==> src/design/dbc_pkg.sv <==
// Operation
// - each output follows its control input directly
// - trip stops drive until next chopping period
// - trip compares sense times five with reference
// - level code scales reference; eleven disables bridge
// - shared decay pin: low slow, open mixed, high fast
// - fast decay reverses bridge, off near zero
// - slow decay turns both low sides on
// - mixed: fast first, slow from 75% of period
// - ignore sense for 3.75 us after enable
// - blanking also sets minimum on-time
// - clear input resets logic, disables, ignores inputs
// - sleep disables bridges, pump, regulator, clocks (here no clock is gated; i_mclk keeps running)
// - persistent switch limit disables bridge, asserts alert
// - overcurrent shutdown latched until clear or repower
// - overcurrent independent of chopping sense path
// - overtemperature disables, alerts, resumes automatically
// - supply lockout disables all and resets logic
package dbc_pkg;

  // ----------------------------------------------------------------
  // timing
  // ----------------------------------------------------------------
  localparam int CLK_NS = 25;
  localparam int CHOP_PERIOD_NS = 20000;
  localparam int CHOP_CYC = CHOP_PERIOD_NS / CLK_NS;
  localparam int MIX_PCT = 75;
  localparam int MIX_CYC = CHOP_CYC * MIX_PCT / 100;
  localparam int BLANK_NS = 3750;
  localparam int BLANK_CYC = (BLANK_NS + CLK_NS - 1) / CLK_NS;
  localparam int OCP_QUAL_NS = 3000;
  localparam int OCP_CYC = (OCP_QUAL_NS + CLK_NS - 1) / CLK_NS;
  localparam int WAKE_US = 1000;
  localparam int WAKE_CYC = WAKE_US * 1000 / CLK_NS;
  // sense amplifier gain applied outside, ahead of the trip comparator
  localparam int SENSE_GAIN = 5;

  localparam logic [9:0] CHOP_LAST = 10'(CHOP_CYC - 1);
  localparam logic [9:0] MIX_AT = 10'(MIX_CYC);
  localparam logic [7:0] BLANK_LOAD = 8'(BLANK_CYC);
  localparam logic [7:0] OCP_LIMIT = 8'(OCP_CYC);
  localparam logic [1:0] LEVEL_OFF = 2'h3;

  // ----------------------------------------------------------------
  // types
  // ----------------------------------------------------------------
  typedef enum logic [1:0] {
    PH_DRIVE = 2'b00,
    PH_FAST  = 2'b01,
    PH_SLOW  = 2'b10,
    PH_OFF   = 2'b11
  } dbc_phase_e;

  typedef enum logic [1:0] {
    DEC_SLOW  = 2'b00,
    DEC_MIXED = 2'b01,
    DEC_FAST  = 2'b10
  } dbc_decay_e;

  typedef struct packed {
    logic ctl_first;
    logic ctl_second;
    logic current_level_msb;
    logic current_level_lsb;
    logic chop_trip;
    logic near_zero;
    logic switch_limit;
  } dbc_bridge_in_s;

  typedef struct packed {
    logic hs_on;
    logic ls_on;
  } dbc_half_s;

  typedef struct packed {
    dbc_half_s drive_first;
    dbc_half_s drive_second;
  } dbc_bridge_s;

  typedef struct packed {
    dbc_bridge_in_s a;
    dbc_bridge_in_s b;
    logic decay_low;
    logic decay_high;
    logic logic_clear_n;
    logic low_power_request_n;
    logic overtemp_shutdown;
    logic supply_lockout;
  } dbc_pins_s;

endpackage

==> src/design/dbc_top.sv <==
`timescale 1ns/1ps
module dbc_top #(
  parameter int unsigned WAKE_CYC = dbc_pkg::WAKE_CYC
) (
  // clock and reset
  input wire logic i_mclk,
  input wire logic i_rst_n,
  // bridge control, level and analog comparator indications
  input wire dbc_pkg::dbc_bridge_in_s i_bridge_a,
  input wire dbc_pkg::dbc_bridge_in_s i_bridge_b,
  // shared decay pin, seen as two level detectors
  input wire logic i_decay_low,
  input wire logic i_decay_high,
  // global control and supervision
  input wire logic i_logic_clear_n,
  input wire logic i_low_power_request_n,
  input wire logic i_overtemp_shutdown,
  input wire logic i_supply_lockout,
  // gate drive
  output dbc_pkg::dbc_bridge_s o_bridge_a_drive,
  output dbc_pkg::dbc_bridge_s o_bridge_b_drive,
  // chopping comparator control
  output logic [1:0] o_ref_scale_a,
  output logic [1:0] o_ref_scale_b,
  output logic [1:0] o_sense_arm,
  // power and status
  output logic o_charge_pump_en,
  output logic o_regulator_en,
  output logic [1:0] o_overcurrent_shutdown,
  output logic o_protection_alert_n,
  output logic o_protection_alert_oe
);

  localparam int SW = $bits(dbc_pkg::dbc_pins_s);
  localparam logic [15:0] WAKE_LAST = 16'(WAKE_CYC);

  // ----------------------------------------------------------------
  // input synchronisers
  // ----------------------------------------------------------------
  logic [SW-1:0] raw;
  logic [SW-1:0] s1;
  logic [SW-1:0] s2;
  logic [SW-1:0] s3;
  logic [SW-1:0] filt;
  dbc_pkg::dbc_pins_s pin;
  dbc_pkg::dbc_bridge_in_s br [2];

  assign raw = {i_bridge_a, i_bridge_b, i_decay_low, i_decay_high,
                i_logic_clear_n, i_low_power_request_n,
                i_overtemp_shutdown, i_supply_lockout};

  // a bit only moves once the second and third stages agree
  always_ff @(posedge i_mclk or negedge i_rst_n) begin
    if (!i_rst_n) begin
      s1 <= '0;
      s2 <= '0;
      s3 <= '0;
      filt <= '0;
    end else begin
      s1 <= raw;
      s2 <= s1;
      s3 <= s2;
      filt <= (s2 & s3) | (filt & (s2 | s3));
    end
  end

  assign pin = dbc_pkg::dbc_pins_s'(filt);
  assign br[0] = pin.a;
  assign br[1] = pin.b;

  // ----------------------------------------------------------------
  // global state
  // ----------------------------------------------------------------
  logic clear;
  logic sleeping;
  logic wake_done;
  logic run;
  logic period_start;
  logic [15:0] wake_cnt;
  logic [9:0] chop_cnt;
  dbc_pkg::dbc_decay_e mode;

  assign clear = ~pin.logic_clear_n | pin.supply_lockout;
  assign sleeping = ~pin.low_power_request_n;
  assign wake_done = (wake_cnt == WAKE_LAST);
  assign run = ~clear & ~sleeping & wake_done;
  assign period_start = run & (chop_cnt == dbc_pkg::CHOP_LAST);

  always_comb begin
    if (pin.decay_low) begin
      mode = dbc_pkg::DEC_SLOW;
    end else if (pin.decay_high) begin
      mode = dbc_pkg::DEC_FAST;
    end else begin
      mode = dbc_pkg::DEC_MIXED;
    end
  end

  // wake delay
  // bridges stay off until the wake interval has run out
  always_ff @(posedge i_mclk or negedge i_rst_n) begin
    if (!i_rst_n) begin
      wake_cnt <= '0;
    end else if (sleeping) begin
      wake_cnt <= '0;
    end else if (!wake_done) begin
      wake_cnt <= wake_cnt + 16'h0001;
    end
  end

  always_ff @(posedge i_mclk or negedge i_rst_n) begin
    if (!i_rst_n) begin
      chop_cnt <= '0;
    end else if (!run || period_start) begin
      chop_cnt <= '0;
    end else begin
      chop_cnt <= chop_cnt + 10'h001;
    end
  end

  // ----------------------------------------------------------------
  // per-bridge chopping
  // ----------------------------------------------------------------
  function automatic dbc_pkg::dbc_bridge_s drive_of(
    input dbc_pkg::dbc_phase_e ph,
    input logic c1,
    input logic c2
  );
    dbc_pkg::dbc_bridge_s d;
    d = '0;
    unique case (ph)
      dbc_pkg::PH_DRIVE: begin
        d.drive_first = '{hs_on: c1, ls_on: ~c1};
        d.drive_second = '{hs_on: c2, ls_on: ~c2};
      end
      dbc_pkg::PH_FAST: begin
        d.drive_first = '{hs_on: ~c1, ls_on: c1};
        d.drive_second = '{hs_on: ~c2, ls_on: c2};
      end
      dbc_pkg::PH_SLOW: begin
        d.drive_first = '{hs_on: 1'b0, ls_on: 1'b1};
        d.drive_second = '{hs_on: 1'b0, ls_on: 1'b1};
      end
      dbc_pkg::PH_OFF: begin
        d = '0;
      end
    endcase
    return d;
  endfunction

  logic [1:0] overcurrent_shutdown;
  logic [1:0] en;
  logic [1:0] level [2];
  logic [7:0] blank [2];
  logic [7:0] ocp_cnt [2];
  dbc_pkg::dbc_phase_e phase [2];
  dbc_pkg::dbc_bridge_s drv [2];
  logic mix_hit;

  assign mix_hit = (mode == dbc_pkg::DEC_MIXED) &
                   (chop_cnt == dbc_pkg::MIX_AT);

  for (genvar k = 0; k < 2; k++) begin : g_br
    assign level[k] = {br[k].current_level_msb, br[k].current_level_lsb};
    assign en[k] = run & ~pin.overtemp_shutdown & ~overcurrent_shutdown[k] &
                   (level[k] != dbc_pkg::LEVEL_OFF);
    assign drv[k] = drive_of(phase[k], br[k].ctl_first, br[k].ctl_second);
  end

  always_ff @(posedge i_mclk or negedge i_rst_n) begin
    if (!i_rst_n) begin
      for (int k = 0; k < 2; k++) begin
        phase[k] <= dbc_pkg::PH_DRIVE;
        blank[k] <= dbc_pkg::BLANK_LOAD;
      end
    end else begin
      for (int k = 0; k < 2; k++) begin
        if (!en[k] || period_start) begin
          phase[k] <= dbc_pkg::PH_DRIVE;
          blank[k] <= dbc_pkg::BLANK_LOAD;
        end else begin
          unique case (phase[k])
            dbc_pkg::PH_DRIVE: begin
              if (blank[k] != 8'h00) begin
                blank[k] <= blank[k] - 8'h01;
              end else if (br[k].chop_trip) begin
                phase[k] <= (mode == dbc_pkg::DEC_SLOW) ?
                            dbc_pkg::PH_SLOW : dbc_pkg::PH_FAST;
              end
            end
            dbc_pkg::PH_FAST: begin
              if (mix_hit) begin
                phase[k] <= dbc_pkg::PH_SLOW;
              end else if (br[k].near_zero) begin
                phase[k] <= dbc_pkg::PH_OFF;
              end
            end
            dbc_pkg::PH_OFF: begin
              if (mix_hit) begin
                phase[k] <= dbc_pkg::PH_SLOW;
              end
            end
            dbc_pkg::PH_SLOW: begin
              phase[k] <= dbc_pkg::PH_SLOW;
            end
          endcase
        end
      end
    end
  end

  // ----------------------------------------------------------------
  // overcurrent qualification and latch
  // ----------------------------------------------------------------
  // only the per-switch limit flag is looked at, never the chop path
  always_ff @(posedge i_mclk or negedge i_rst_n) begin
    if (!i_rst_n) begin
      overcurrent_shutdown <= '0;
      for (int k = 0; k < 2; k++) begin
        ocp_cnt[k] <= '0;
      end
    end else begin
      for (int k = 0; k < 2; k++) begin
        if (clear) begin
          overcurrent_shutdown[k] <= 1'b0;
          ocp_cnt[k] <= '0;
        end else if (!sleeping && !overcurrent_shutdown[k]) begin
          if (!br[k].switch_limit) begin
            ocp_cnt[k] <= '0;
          end else if (ocp_cnt[k] == dbc_pkg::OCP_LIMIT) begin
            overcurrent_shutdown[k] <= 1'b1;
          end else begin
            ocp_cnt[k] <= ocp_cnt[k] + 8'h01;
          end
        end
      end
    end
  end

  // ----------------------------------------------------------------
  // registered outputs
  // ----------------------------------------------------------------
  logic fault;
  assign fault = (|overcurrent_shutdown) | pin.overtemp_shutdown | pin.supply_lockout;

  always_ff @(posedge i_mclk or negedge i_rst_n) begin
    if (!i_rst_n) begin
      o_bridge_a_drive <= '0;
      o_bridge_b_drive <= '0;
      o_sense_arm <= '0;
    end else begin
      o_bridge_a_drive <= en[0] ? drv[0] : '0;
      o_bridge_b_drive <= en[1] ? drv[1] : '0;
      for (int k = 0; k < 2; k++) begin
        o_sense_arm[k] <= en[k] & (phase[k] == dbc_pkg::PH_DRIVE) &
                          (blank[k] == 8'h00);
      end
    end
  end

  // reference scale
  // inputs are ignored while cleared or asleep, so the code holds
  always_ff @(posedge i_mclk or negedge i_rst_n) begin
    if (!i_rst_n) begin
      o_ref_scale_a <= dbc_pkg::LEVEL_OFF;
      o_ref_scale_b <= dbc_pkg::LEVEL_OFF;
    end else if (!clear && !sleeping) begin
      o_ref_scale_a <= level[0];
      o_ref_scale_b <= level[1];
    end
  end

  always_ff @(posedge i_mclk or negedge i_rst_n) begin
    if (!i_rst_n) begin
      o_charge_pump_en <= 1'b0;
      o_regulator_en <= 1'b0;
    end else begin
      o_charge_pump_en <= ~sleeping & ~pin.supply_lockout;
      o_regulator_en <= ~sleeping & ~pin.supply_lockout;
    end
  end

  always_ff @(posedge i_mclk or negedge i_rst_n) begin
    if (!i_rst_n) begin
      o_overcurrent_shutdown <= '0;
      o_protection_alert_n <= 1'b1;
      o_protection_alert_oe <= 1'b0;
    end else begin
      o_overcurrent_shutdown <= overcurrent_shutdown;
      o_protection_alert_n <= ~fault;
      o_protection_alert_oe <= fault;
    end
  end
endmodule

==> config.mk <==
export PLATFORM = sky130hd
export DESIGN_NAME = dbc_top
export DESIGN_NICKNAME = d
export VERILOG_FILES = /design/src/design/dbc_pkg.sv /design/src/design/dbc_top.sv
export SDC_FILE = /design/constraint.sdc
export NUM_CORES = 1
export LEC_CHECK = 0
export ABC_CLOCK_PERIOD_IN_PS = 3700
export BUFFER_PORTS_ARGS = -buffer_cell sky130_fd_sc_hd__buf_2
export CORE_UTILIZATION = 55
export CTS_CLUSTER_DIAMETER = 30
export DETAILED_ROUTE_END_ITERATION = 8
export PLACE_DENSITY = 0.79
export SLEW_MARGIN = 20
export SYNTH_ARGS = -nofsm -noshare
export SYNTH_HDL_FRONTEND = slang
export SYNTH_SLANG_ARGS = --single-unit
==> constraint.sdc <==
create_clock -name i_mclk -period 3.7 [get_ports i_mclk]
set_clock_uncertainty 0.15 [all_clocks]
set_input_delay 0.185 -clock i_mclk [delete_from_list [all_inputs] [get_ports i_mclk]]
set_output_delay 0.185 -clock i_mclk [all_outputs]
set_load 0.005 [all_outputs]
==> parameters.txt <==
Parameter                              Value

Power
  Power share of the sequential group ... 0.499
  Combinational Power Share ... 0.054
  Share of power burned in the clock network ... 0.447
  Leak pwr ... between 0.003 and 0.004 uW
  Peak supply drop ... 0.0004155 V
  Switching portion of total power ... 0.2293
  Power density normalized to cell area ... ~500 nW/um^2
  Cell-internal power ... 3000 uW
  Net Switching ... approximately 900 uW
  Power consumption ... between 3000 and 4000 uW

Hold path
  Number of instances on the worst hold path ... 0
  Classification of the worst-slack hold path ... flip-flop to flip-flop
  Worst Min Path Start ... s1[12]$_DFF_PN0_
  Worst hold path endpoint ... s2[12]$_DFF_PN0_

Timing
  Final critical-path required period ... roughly 2.2 ns
  Hold slack ... about 0.20 ns
  Slack of the critical path ... between 1.5 and 2 ns
  Slew Limit Fails ... 0
  Final count of negative-setup-slack endpoints ... 0
  Final clock period utilization by the worst path ... 0.5883
  Timing-limited maximum frequency ... around 460 MHz
  Slew of the pin with the lowest slew margin ... approximately 0.9 ns
  TNS Setup ... 0 ns
  Unrepaired setup endpoints after global routing ... false
  Final Hold Viols ... 0
  Relative max-transition margin ... 0.4064

Synthesis
  Distinct cell type count after synthesis ... 56
  Net Count, Synth ... 575
  Primary flip-flop cell chosen by synthesis mapping ... sky130_fd_sc_hd__dfrtp_1
  Library cell with the highest instance count after synthesis ... sky130_fd_sc_hd__dfrtp_1
  Top cells by area in the synthesized netlist ... sky130_fd_sc_hd__dfrtp_1 57%, sky130_fd_sc_hd__dfstp_2 5.2%, sky130_fd_sc_hd__xnor2_1 3.5%
  Most area-hungry cell type in the Yosys netlist ... sky130_fd_sc_hd__dfrtp_1
  Asr flop ratio synth ... 1.000
  Cell area after technology mapping ... approximately 6600 um^2
  Fraction of post-synthesis cell area in the top cell type by area ... 0.5698
  Gate count after technology mapping ... between 500 and 600
  Synthesized area per cell ... approximately 12 um^2
  Most used standard cells in the synthesized netlist ... 150 x sky130_fd_sc_hd__dfrtp_1, 60 x sky130_fd_sc_hd__nor2_1, 32 x sky130_fd_sc_hd__nand2_1, 26 x sky130_fd_sc_hd__xnor2_1, 21 x sky130_fd_sc_hd__nand3_1
  Synthesis Warnings ... 0
  Number of enable flip-flop cells after synthesis ... 0
  Number of synthesized register bits ... 163
  Register area share after synthesis ... 0.6217

Route
  WL final ... 11750 um
  Post-detailed-route count of antenna-violating nets ... 0
  Vias ... 4309
  Initial DRC count ... about 230
  Detailed-route DRC error count ... 6
  Routed wire length per instance ... 15.33 um
  Average vias per placed instance ... ~5.6
  Drt first pass iters ... 6

Clock network
  Clock buffers created by TritonCTS ... 17
  Clock buffer depth ... 2
  TritonCTS clock tree ... done
  Buffers inserted during post-CTS setup optimization ... 0
  Total number of H-tree levels ... 4
  Sinks on Clock Net ... roughly 160
  Clock transition at the register clock pins on the worst setup and hold paths after CTS ... about 0.060 ns
  Later-pin clock latency in the skew report ... roughly 0.42 ns
  CTS Root Cell ... sky130_fd_sc_hd__clkbuf_16

Layout
  Share of post-route cells with drive strength above 1 ... 0.1637
  Antenna fix cells ... 0
  Area growth from synthesis to layout ... 17.32%
  Net count reported at finish ... about 640

Global routing
  Pin count of the biggest net entering global routing ... between 90 and 100
  Total global routing overflow ... 0
  Number of global-route vias before repair ... 4292
  Overall Global Routing Usage ... 0.2135
  Wire length of the first global-routing pass ... between 20000 and 25000 um
  Number of antenna violations at the first check in global routing ... 0

Flow run
  Max-capacitance violation count ... 0

Worst setup path
  Flop2flop setup slack ... 1.52 ns
  Reg2reg end ... blank[1]$_DFFE_PN1P_
  Crit Path Category ... flip-flop to flip-flop
  Required time reported for the critical path endpoint ... about 3.9 ns
  Capturing element type of the critical path ... flip-flop
  Arrival time of the worst setup path ... approximately 2.4 ns
  Crit path max fanout ... 3
  Startpoint kind of the worst setup timing path ... flip-flop
  R2r startpoint ... blank[0]$_DFFE_PN0P_
  Depth of the worst register-to-register path ... 6

Place
  DP Worst Slack ... about 1.5 ns
  Placer congestion estimate ... 0.8362
  I/O Buffers ... between 40 and 50
  Detailed placement HPWL ... 7724 um

Floorplanning
  Floorplan core area ... 11560 um^2
  Placement row count ... 39
  Initial cell density of the core ... 0.5696
  Die outline area ... between 10000 and 15000 um^2
  Die extent in x ... between 100 and 150 um
  Top-level I/O count ... 42
  DIE HEIGHT ... ~110 um

Run status
  Violations in the final reports ... DRC
  Outcome ... complete, but fails checks
worst max-delay path, stage by stage, from the launching register on:
cell and delay [ns]:
sky130_fd_sc_hd__dfrtp_1 0.38, sky130_fd_sc_hd__inv_1 0.12, sky130_fd_sc_hd__ha_1 0.20, sky130_fd_sc_hd__or4b_1 0.49, sky130_fd_sc_hd__o21ai_0 0.41, sky130_fd_sc_hd__nor2_1 0.09, sky130_fd_sc_hd__a211o_1 0.27
what timing repair did:
| item | 4_1_cts | 5_1_grt |
|---|---|---|
| resized for setup | 0 | 0 |
| endpoints found under the hold margin | 106 | 0 |
| hold buffers | 21 | 0 |
cells by family (layout without fill, tap and decap cells):
logic type,count (synthesis),in the layout,synth area share
xor+xnor,37,37,0.04919
buf+inv,31,113,0.02032
flops,163,163,0.6217
simple gates,209,209,0.1753
mux,9,9,0.01443
compound gates,60,60,0.06591
fa+ha+maj,32,32,0.05318
area by class of cell:
class | instances | area [um^2]
clock inverters | 12 | 145.1
inverters | 16 | 60.06
flip-flops and latches | 163 | 4095
multi-input cells | 347 | 2359
clock buffers | 20 | 446.7
fillers | 834 | 3836
well taps | 143 | 178.9
repair buffers | 65 | 444.2
power groups by stage:
stage	registers, uW	logic [uW]	clock network, uW
after global routing	1950	234	1860
after global placement	1970	187	0
after CTS	1940	216	1780
after floorplan	1950	110	0
final	1940	211	1740
after detailed placement	1980	198	0
cell usage in the layout (no fill, tap or decap), drive strengths merged, types with 6 or more instances in the layout:
cell type    synthesis  routed
and2                 6       6
nor3                18      18
nand2               32      32
ha                  12      12
nand3               21      21
dfstp               13      13
xor2                11      11
o21ai               13      13
nor2                60      60
nand4               13      13
inv                 16      21
maj3                20      20
clkbuf              11      20
dfrtp              150     150
xnor2               26      26
nor4                 9       9
dlygate4sd3          0      21
a21oi               19      19
buf                  4      44
nand2b              12      12
per-stage QoR:
step,std cells,utilization,cell area [um^2]
2_1_floorplan,541,-,6588
3_3_place_gp,713,0.5989,6927
3_5_place_dp,713,0.5989,6927
4_1_cts,766,0.6683,7729
5_1_grt,766,0.6683,7729
6_report,766,0.6683,7729
sequential cells by signal, summed over array words and instances, names as in the netlist, 2 cells and up:
signal / cells
o_ref_scale_a: 2
o_sense_arm: 2
chop_cnt: 10
s3: 20
filt: 20
o_bridge_a_drive: 4
overcurrent_shutdown: 2
wake_cnt: 16
o_bridge_b_drive: 4
o_overcurrent_shutdown: 2
blank: 16
s1: 20
o_ref_scale_b: 2
s2: 20
ocp_cnt: 16
phase: 4
how the worst max path moves through the flow:
stage / startpoint / end / slack (ns) / cells after the start
CTS: blank[0]$_DFFE_PN0P_ / blank[1]$_DFFE_PN1P_ / 1.53 / 6
finish: blank[0]$_DFFE_PN0P_ / blank[1]$_DFFE_PN1P_ / 1.52 / 6
global placement: filt[2]$_DFF_PN0_ / blank[4]$_DFFE_PN1P_ / 1.63 / 4
detailed placement: blank[0]$_DFFE_PN0P_ / blank[1]$_DFFE_PN1P_ / 1.54 / 6
global route: wake_cnt[0]$_DFFE_PN0P_ / blank[12]$_DFFE_PN1P_ / 1.38 / 6
floorplan: blank[8]$_DFFE_PN0P_ / blank[9]$_DFFE_PN1P_ / 1.69 / 7
routing by layer:
layer  vias to the layer above  GRT usage  part of all wire
li1                       2042          -                 -
met1                      2167     0.2797              0.45
met2                        84     0.3425              0.50
met3                        16    0.05444             0.032
met4                         0    0.08739             0.015
met5                         -          0                 0
Power figures use the tool's default switching activity.
